File: src/logic/timer_regs_pkg.sv
// Constants, offsets and field layout of the timer mode, control and interrupt registers
//
// Notes on behaviour
// - Second-timer mode field bits 1:0: 0 reserved, 1 one-shot, 2 periodic, 3 capture.
// - In split 16-bit configuration the mode field drives the second timer.
// - Enable bits 8 and 0 start each timer or arm capture; clear disables.
// - Stall enable bits 9 and 1 permit each timer to stall.
// - Event fields 11:10 and 3:2 select rising, falling or both edges.
// - PWM level bits 14 and 6 pass output when 0, invert when 1.
// - Trigger enable bits 13 and 5 gate each timer's output trigger.
// - Control bit 4 enables real-time-clock counting.
// - Mask bits 10,9,8,3,2,1,0 enable matching interrupts when one.
// - Raw status bits set on events regardless of mask, same positions.
// - Raw status bit stays set until a one is written to clear register.
// - Masked status is raw and mask; the interrupt output follows it.
// - Writing one to clear register clears raw and masked; zero leaves them.
// - In 32-bit configuration the second-timer mode register is ignored.
package timer_regs_pkg;

  // ----------------------------------------------------------------------------
  // Register byte offsets
  // ----------------------------------------------------------------------------
  localparam logic [7:0] OFS_CONFIG      = 8'h00;
  localparam logic [7:0] OFS_FIRST_MODE  = 8'h04;
  localparam logic [7:0] OFS_SECOND_MODE = 8'h08;
  localparam logic [7:0] OFS_CONTROL     = 8'h0C;
  localparam logic [7:0] OFS_MASK        = 8'h18;
  localparam logic [7:0] OFS_RAW         = 8'h1C;
  localparam logic [7:0] OFS_MASKED      = 8'h20;
  localparam logic [7:0] OFS_CLEAR       = 8'h24;

  // ----------------------------------------------------------------------------
  // Field layout and reset values
  // ----------------------------------------------------------------------------
  localparam logic [31:0] CONTROL_WMASK = 32'h0000_6F7F;
  localparam logic [31:0] IRQ_WMASK     = 32'h0000_070F;
  localparam logic [31:0] MODE_WMASK    = 32'h0000_000F;
  localparam logic [2:0]  CONFIG_SPLIT  = 3'h4;
  localparam logic [31:0] RESET_VALUE   = 32'h0000_0000;
  localparam logic [1:0]  RESP_OKAY     = 2'h0;
  localparam logic [1:0]  RESP_SLVERR   = 2'h2;

  typedef enum logic [1:0] {
    EDGE_RISE = 2'h0,
    EDGE_FALL = 2'h1,
    EDGE_BOTH = 2'h3
  } edge_sel_t;

endpackage : timer_regs_pkg

File: src/logic/timer_mode_control_irq_regs.sv
// AXI4-Lite register slice for timer mode, control and interrupt status
module timer_mode_control_irq_regs
  import timer_regs_pkg::*;
(
  input  wire logic        aclk,
  input  wire logic        aresetn,
  input  wire logic [7:0]  awaddr,
  input  wire logic        awvalid,
  output logic             awready,
  input  wire logic [31:0] wdata,
  input  wire logic [3:0]  wstrb,
  input  wire logic        wvalid,
  output logic             wready,
  output logic [1:0]       bresp,
  output logic             bvalid,
  input  wire logic        bready,
  input  wire logic [7:0]  araddr,
  input  wire logic        arvalid,
  output logic             arready,
  output logic [31:0]      rdata,
  output logic [1:0]       rresp,
  output logic             rvalid,
  input  wire logic        rready,
  input  wire logic [10:0] event_set,
  output logic             split_mode,
  output logic [3:0]       second_timer_mode_reg,
  output logic             first_timer_enable,
  output logic             first_stall_enable,
  output logic [1:0]       first_edge_select,
  output logic             rtc_count_enable,
  output logic             first_trigger_enable,
  output logic             first_pwm_invert,
  output logic             second_timer_enable,
  output logic             second_stall_enable,
  output logic [1:0]       second_edge_select,
  output logic             second_trigger_enable,
  output logic             second_pwm_invert,
  output logic             irq
);

  // ----------------------------------------------------------------------------
  // State
  // ----------------------------------------------------------------------------
  typedef struct packed {
    logic        awready;
    logic        wready;
    logic        aw_held;
    logic        w_held;
    logic [7:0]  waddr;
    logic [31:0] wdat;
    logic [3:0]  wstb;
    logic        bvalid;
    logic [1:0]  bresp;
    logic        arready;
    logic        rvalid;
    logic [31:0] rdata;
    logic [1:0]  rresp;
    logic [2:0]  config_val;
    logic [3:0]  first_mode;
    logic [3:0]  second_mode;
    logic [31:0] control;
    logic [31:0] mask;
    logic [31:0] raw;
    logic        irq;
    logic        split;
    logic [3:0]  mode_out;
    logic [1:0]  fedge;
    logic [1:0]  sedge;
  } state_t;

  state_t cur;
  state_t next_cur;

  function automatic logic [31:0] merge(input logic [31:0] old, input logic [31:0] val,
                                        input logic [3:0] stb, input logic [31:0] wmask);
    logic [31:0] bytes;
    bytes = {{8{stb[3]}}, {8{stb[2]}}, {8{stb[1]}}, {8{stb[0]}}} & wmask;
    return (old & ~bytes) | (val & bytes);
  endfunction : merge

  // Reserved encoding 10 falls back to rising so no undefined edge detection results
  function automatic logic [1:0] edge_map(input logic [1:0] f);
    return (f == 2'h2) ? EDGE_RISE : f;
  endfunction : edge_map

  // ----------------------------------------------------------------------------
  // Next state
  // ----------------------------------------------------------------------------
  always_comb begin
    logic        do_write;
    logic [31:0] clr;
    logic [31:0] ctl;
    logic        hit;
    next_cur = cur;
    do_write = 1'b0;
    clr      = 32'h0000_0000;
    hit      = 1'b1;
    ctl      = 32'h0000_0000;

    // Write address and data are taken independently, in either order
    if (awvalid && cur.awready) begin
      next_cur.aw_held = 1'b1;
      next_cur.waddr   = awaddr;
      next_cur.awready = 1'b0;
    end
    if (wvalid && cur.wready) begin
      next_cur.w_held = 1'b1;
      next_cur.wdat   = wdata;
      next_cur.wstb   = wstrb;
      next_cur.wready = 1'b0;
    end
    if (cur.aw_held && cur.w_held && !cur.bvalid) begin
      do_write         = 1'b1;
      next_cur.aw_held = 1'b0;
      next_cur.w_held  = 1'b0;
      next_cur.bvalid  = 1'b1;
      next_cur.bresp   = RESP_OKAY;
      case (cur.waddr)
        OFS_CONFIG:      next_cur.config_val  = 3'(merge({29'h0, cur.config_val}, cur.wdat, cur.wstb, 32'h7));
        OFS_FIRST_MODE:  next_cur.first_mode  = 4'(merge({28'h0, cur.first_mode}, cur.wdat, cur.wstb, MODE_WMASK));
        OFS_SECOND_MODE: next_cur.second_mode = 4'(merge({28'h0, cur.second_mode}, cur.wdat, cur.wstb, MODE_WMASK));
        OFS_CONTROL:     next_cur.control     = merge(cur.control, cur.wdat, cur.wstb, CONTROL_WMASK);
        OFS_MASK:        next_cur.mask        = merge(cur.mask, cur.wdat, cur.wstb, IRQ_WMASK);
        OFS_CLEAR:       clr                  = merge(32'h0, cur.wdat, cur.wstb, IRQ_WMASK);
        OFS_RAW,
        OFS_MASKED:      next_cur.bresp       = RESP_OKAY;
        default:         next_cur.bresp       = RESP_SLVERR;
      endcase
    end
    if (cur.bvalid && bready) begin
      next_cur.bvalid  = 1'b0;
      next_cur.awready = 1'b1;
      next_cur.wready  = 1'b1;
    end

    // Read channel: one read under way at a time
    if (arvalid && cur.arready) begin
      next_cur.arready = 1'b0;
      next_cur.rvalid  = 1'b1;
      case (araddr)
        OFS_CONFIG:      next_cur.rdata = {29'h0, cur.config_val};
        OFS_FIRST_MODE:  next_cur.rdata = {28'h0, cur.first_mode};
        OFS_SECOND_MODE: next_cur.rdata = {28'h0, cur.second_mode};
        OFS_CONTROL:     next_cur.rdata = cur.control;
        OFS_MASK:        next_cur.rdata = cur.mask;
        OFS_RAW:         next_cur.rdata = cur.raw;
        OFS_MASKED:      next_cur.rdata = cur.raw & cur.mask;
        OFS_CLEAR:       next_cur.rdata = 32'h0000_0000;
        default: begin
          next_cur.rdata = 32'h0000_0000;
          hit            = 1'b0;
        end
      endcase
      next_cur.rresp = hit ? RESP_OKAY : RESP_SLVERR;
    end
    if (cur.rvalid && rready) begin
      next_cur.rvalid  = 1'b0;
      next_cur.arready = 1'b1;
    end

    // Hardware set wins over a software clear in the same cycle
    next_cur.raw = ((cur.raw & ~clr) | {21'h0, event_set}) & IRQ_WMASK;
    next_cur.irq = |(next_cur.raw & next_cur.mask);
    ctl          = next_cur.control;
    if (!do_write) begin
      ctl = cur.control;
    end
    next_cur.control = ctl;

    // Decoded outputs are registered from the next state so they move with the register itself
    next_cur.split    = (next_cur.config_val == CONFIG_SPLIT);
    next_cur.mode_out = next_cur.split ? next_cur.second_mode : 4'h0;
    next_cur.fedge    = edge_map(next_cur.control[3:2]);
    next_cur.sedge    = edge_map(next_cur.control[11:10]);
  end

  always_ff @(posedge aclk) begin
    if (!aresetn) begin
      cur         <= '0;
      cur.awready <= 1'b1;
      cur.wready  <= 1'b1;
      cur.arready <= 1'b1;
    end else begin
      cur <= next_cur;
    end
  end

  // ----------------------------------------------------------------------------
  // Outputs
  // ----------------------------------------------------------------------------
  assign awready = cur.awready;
  assign wready  = cur.wready;
  assign bvalid  = cur.bvalid;
  assign bresp   = cur.bresp;
  assign arready = cur.arready;
  assign rvalid  = cur.rvalid;
  assign rdata   = cur.rdata;
  assign rresp   = cur.rresp;
  assign irq     = cur.irq;

  // 32-bit configuration makes the second-timer mode register inert
  assign split_mode            = cur.split;
  assign second_timer_mode_reg = cur.mode_out;
  assign first_timer_enable    = cur.control[0];
  assign first_stall_enable    = cur.control[1];
  assign first_edge_select     = cur.fedge;
  assign rtc_count_enable      = cur.control[4];
  assign first_trigger_enable  = cur.control[5];
  assign first_pwm_invert      = cur.control[6];
  assign second_timer_enable   = cur.control[8];
  assign second_stall_enable   = cur.control[9];
  assign second_edge_select    = cur.sedge;
  assign second_trigger_enable = cur.control[13];
  assign second_pwm_invert     = cur.control[14];

endmodule : timer_mode_control_irq_regs

File: config.mk
export PLATFORM = sky130hd
export DESIGN_NAME = timer_mode_control_irq_regs
export DESIGN_NICKNAME = d
export VERILOG_FILES = /design/src/logic/timer_regs_pkg.sv /design/src/logic/timer_mode_control_irq_regs.sv
export SDC_FILE = /design/constraint.sdc
export NUM_CORES = 1
export LEC_CHECK = 0
export ABC_AREA = 1
export BUFFER_PORTS_ARGS = -buffer_cell sky130_fd_sc_hd__clkbuf_2
export CAP_MARGIN = 20
export CORE_UTILIZATION = 51
export DETAILED_ROUTE_END_ITERATION = 7
export GPL_TIMING_DRIVEN = 0
export PLACE_DENSITY = 0.79
export RECOVER_POWER = 100
export SLEW_MARGIN = 25
export SYNTH_ARGS = -nofsm -noshare
export SYNTH_HDL_FRONTEND = slang
export SYNTH_SLANG_ARGS = --single-unit
export TNS_END_PERCENT = 50
File: constraint.sdc
create_clock -name aclk -period 1.77 [get_ports aclk]
set_input_delay 0.4425 -clock aclk [delete_from_list [all_inputs] [get_ports aclk]]
set_output_delay 0.4425 -clock aclk [all_outputs]
set_load 0.01 [all_outputs]
# Yosys cells after proc, flatten, opt, wreduce, memory -nomap -nowiden
# Index checks and enable logic that the tools add are counted.
[word_totals]
ff_bits = 179
inputBits = 70
out_inout_bits = 60
elab_cells = 102
[op_classes]
eq_ne = 17
n_mux = 15
bitwise = 24
reduce_logical = 21
[op_table]
columns = ["cell", "n"]
rows = [
  ["$pmux W32 S7", 1],
  ["$mux W75", 1],
  ["$and A11 B32 Y32", 2],
  ["$and A32 B32 Y32", 2],
  ["$mux W32", 2],
  ["$or A32 B32 Y32", 2],
  ["$and A32 B11 Y32", 1],
  ["$and A32 B15 Y32", 1],
  ["$eq A8 B4 Y1 const B", 4],
  ["$eq A8 B5 Y1 const B", 4],
  ["$eq A8 B6 Y1 const B", 4],
  ["$not A11 Y32", 1],
  ["$not A15 Y32", 1],
  ["$reduce_or A32 Y1", 1],
  ["$mux W11", 2],
  ["$eq A8 B3 Y1 const B", 2],
  ["$logic_not A8 Y1", 2],
  ["$reduce_or A8 Y1", 2],
  ["$and A4 B4 Y4", 3],
  ["$mux W12", 1],
  ["$and A11 B11 Y11", 1],
  ["$not A11 Y11", 1],
  ["$or A11 B11 Y11", 1],
  ["$reduce_or A2 Y1", 5],
  ["16 further kinds", 30],
]

# Logic depth before layout (Yosys ltp)
[depth]
depth_word = 8
ltp_mapped = 11
depth_no_buf = 11

# Least setup slack after synthesis
# OpenSTA, ideal clock, no wires.
[synth_path]
path_type = "input to register"
start = "input araddr[7]"
end = "register cur (netlist bit rdata[9])"
setup_time_ns = 0.070
arrival_time_ns = 1.364
required_time_ns = 1.700
setup_slack_ns = 0.336
path_stages = 7
path_buffers = 0
path_cell_list = "nor2_1 nand3_1 nor2_2 nand2_1 inv_1 a22oi_1 a21oi_1"
[synth_between]
elab_chain_cells = 2
word_cells_on_any_way = 8
cone_classes = "6 x eq/ne; 1 x mux; 1 x reduce/logical"
[synth_lines]
columns = ["element", "line_no", "rtl"]
rows = [
  ["start: declaration", "timer_mode_control_irq_regs.sv:17", "input wire logic [7:0] araddr,"],
  ["$eq A8 B6 Y1, or another cell as far along", "timer_mode_control_irq_regs.sv:140", "case (araddr)"],
  ["$pmux W32 S7 *", "timer_mode_control_irq_regs.sv:140", ""],
  ["end signal: assignment", "timer_mode_control_irq_regs.sv:184", "cur <= next_cur;"],
  ["end: declaration", "timer_mode_control_irq_regs.sv:71", "state_t cur;"],
]
# Mark *: on every way between the ends. The rest lies on a longest branch, timed or not.
# A chain may end at the register's enable or synchronous reset.

# Worst setup path in the final report
[layout_path]
start = "register cur[192] (netlist name)"
end = "register cur (netlist bit irq)"
[layout_between]
elab_chain_cells = 8
word_cells_on_any_way = 11
cone_classes = "2 x eq/ne; 4 x mux; 4 x bitwise; 1 x reduce/logical"
[layout_lines]
columns = ["element", "line_no", "rtl"]
rows = [
  ["$eq A8 B6 Y1", "timer_mode_control_irq_regs.sv:118", "case (cur.waddr)"],
  ["$mux W11", "timer_mode_control_irq_regs.sv:118", ""],
  ["$mux W11", "timer_mode_control_irq_regs.sv:112", "if (cur.aw_held && cur.w_held && !cur.bvalid) begin"],
  ["$not A11 Y11", "timer_mode_control_irq_regs.sv:162", "next_cur.raw = ((cur.raw & ~clr) | {21'h0, event_set}) & IRQ_WMASK;"],
  ["$and A11 B11 Y11", "timer_mode_control_irq_regs.sv:162", ""],
  ["$or A11 B11 Y11", "timer_mode_control_irq_regs.sv:162", ""],
  ["$and A11 B32 Y32 *", "timer_mode_control_irq_regs.sv:163", "next_cur.irq = |(next_cur.raw & next_cur.mask);"],
  ["$reduce_or A32 Y1 *", "timer_mode_control_irq_regs.sv:163", ""],
]
# Marks and branches as above.

==> results.toml <==
[critical_path]
start_kind = "flip-flop"
worstPathMaxFanout = 8
required_ns = 2.00
path_class = "flip-flop to flip-flop"
rr_startpoint = "cur[192]"
worstSetupEndpointType = "flip-flop"
rr_endpoint = "irq"
ff2ff_setup_slack_ns = 0.14
ff2ff_path_depth = 10
crit_arrival_ns = 1.86

[floorplanning]
ios = 130
core_area_sq_mm = 0.00789
die_w_microns = 93.2
rows = 32
die_area_sq_mm = 0.00868
die_h_microns = 93.2
start_util = 0.538

[yosys]
synth_edf_count = 0
ys_ff_latch = 93
netlist_area_sq_mm = 0.00424
yosys_warnings = 0
yosysUniqueCellTypes = 30
avgSynthCellArea_sq_um = 7.17
synthCells = 591
synth-main-ff-cell = "dfxtp_1"
async_flop_share = 0
seq_area_frac_synth = 0.439

[timing]
period_share = 0.923
slew_headroom = 0.576
fin_crit_ns = 1.63
setup_viol = 0
fin_hold_ws_ns = 0.300
timing.final.ws_setup_ns = 0.136
tightest_slew_ns = 0.637
tns_ns = 0
fmax_mhz = 612
slew_viol_final = 0
fin_skew_ns = 0.0157
hold_viol = 0

[clocking]
hold_buffers = 0
cts_root_buf = "clkbuf_8"
cts_num_sinks = 93
htree_levels = 3
clk_latency_ns = 0.36
cts_tree = "built"
clk_path_buf_depth = 2
clk_transition_reported_paths_ns = 0.10
cts_buffers = 9

[detailed_routing]
antenna_left = 0
route.final.wire_length_microns = 10500
initialDrtViolationCount = 295
firstDrtPassIters = 5
routed_via_density = 5.02
routedWlPerCell_microns = 12.9
vias = 4087
drcViolationCount = 0

[global_routing]
grt_max_degree = 17
grt_pass1_wl_microns = 16900
grt_pass1_vias = 3712
antenna_found_initial = 0
overflow = 0
grt_use_total = 0.250

[cells_and_area]
nets = 777
diodes = 0
drive_gt1_frac = 0.181
fin_util = 0.637
syn2layout_area_growth_pct = 18.5
final_common_cell = "nand2_1"
final_cell_mix = "153 x nand2_1, 93 x dfxtp_1, 63 x nor2_1"

[pwr]
p_per_area_mw_per_mm2 = 797
p_leak_nw = 2.27
ir_drop_mv = 0.456

[flow_run]
drv_cap = 0

[min_path]
worstHoldPathType = "primary input to flip-flop"
hold_depth = 3
min-delay-start = "rready"
hold_end = "arready"

[place]
pre_cts_slack_ns = -0.0888
hpwl_microns = 7960
place_congestion = 0.889
port_buffers = 83

[status]
status = "finished, final reports clean"
[metal layers]
layer	GRT usage	share of wire	routed length (microns)
met1	0.317	0.44	4630
met2	0.410	0.47	4900
met3	0.0488	0.065	682
met4	0.117	0.027	284
met5	0	0	0
[worst max-delay path: stages (launching register included)]
cell     delay (ns)
dfxtp_1        0.32
nor2_1         0.18
nand2_1        0.18
nor2_4         0.27
nand3_1        0.13
nand2_1        0.10
inv_1          0.04
nand2_1        0.05
nand2_1        0.06
nor2_1         0.09
a21oi_1        0.08
[cells by family (layout without fill, tap and decap cells)]
family | count (synthesis) | after routing | synth area share
and+or+nand+nor | 270 | 270 | 0.275
other | 1 | 21 | 0.000884
DFF | 93 | 93 | 0.439
buffers and inverters | 118 | 219 | 0.145
AOI/OAI and AO/OA | 109 | 109 | 0.140
[stage by stage]
step | power, mW | area (sq um) | cells
2_1_floorplan | 2.55 | 4320 | 611
3_3_place_gp | 2.68 | 4860 | 796
3_5_place_dp | 2.69 | 4860 | 796
4_1_cts | 4.01 | 5040 | 812
5_1_grt | 4.19 | 5020 | 814
6_report | 4.00 | 5020 | 814
[where the power goes]
group | switching [mW] | internal [mW] | leakage [nW]
sequential | 0.0559 | 2.17 | 0.759
clock | 0.785 | 0.565 | 0.0870
combinational | 0.276 | 0.155 | 1.43
[cell usage after synthesis (2+ instances only)]
master / instances / area, sq um
o21ai_0: 32 / 160
dfxtp_1: 93 / 1860
o21ai_1: 2 / 10.0
nor3_1: 6 / 30.0
nor2_2: 7 / 43.8
clkbuf_1: 14 / 52.6
inv_1: 53 / 199
nor2_4: 4 / 45.0
nor2_1: 64 / 240
nand2_1: 153 / 574
a211oi_1: 5 / 37.5
a21oi_1: 57 / 285
a22oi_1: 10 / 75.1
nand3_1: 27 / 135
inv_2: 5 / 18.8
nor3_2: 2 / 20.0
buf_4: 44 / 330
[area by class of cell]
cell class	instances	area, sq um
tap	102	128
clock buffer	11	141
inverter	59	221
buffer	59	394
fill	742	2860
timing repair buffer	85	380
multi-input combinational	400	1860
clock inverter	5	41.3
sequential	93	1860
[worst max-delay path by stage]
stage	startpoint	to	slack, ns	cells past startpoint
after floorplan	araddr[7]	rdata[9]	0.34	7
after global placement	aresetn	first_edge_select[1]	-0.08	5
after detailed placement	araddr[0]	rdata[1]	-0.09	12
after CTS	cur[192]	irq	0.09	10
after global routing	cur[197]	second_timer_mode_reg[0]	-0.00007	8
final	cur[192]	irq	0.14	10
[timing repair]
item / CTS / global route
resized for setup: 0 / 5
buffers inserted: 0 / 2
setup endpoints to repair: 0 / 4
Note: power is estimated with default switching activity, not from simulation.
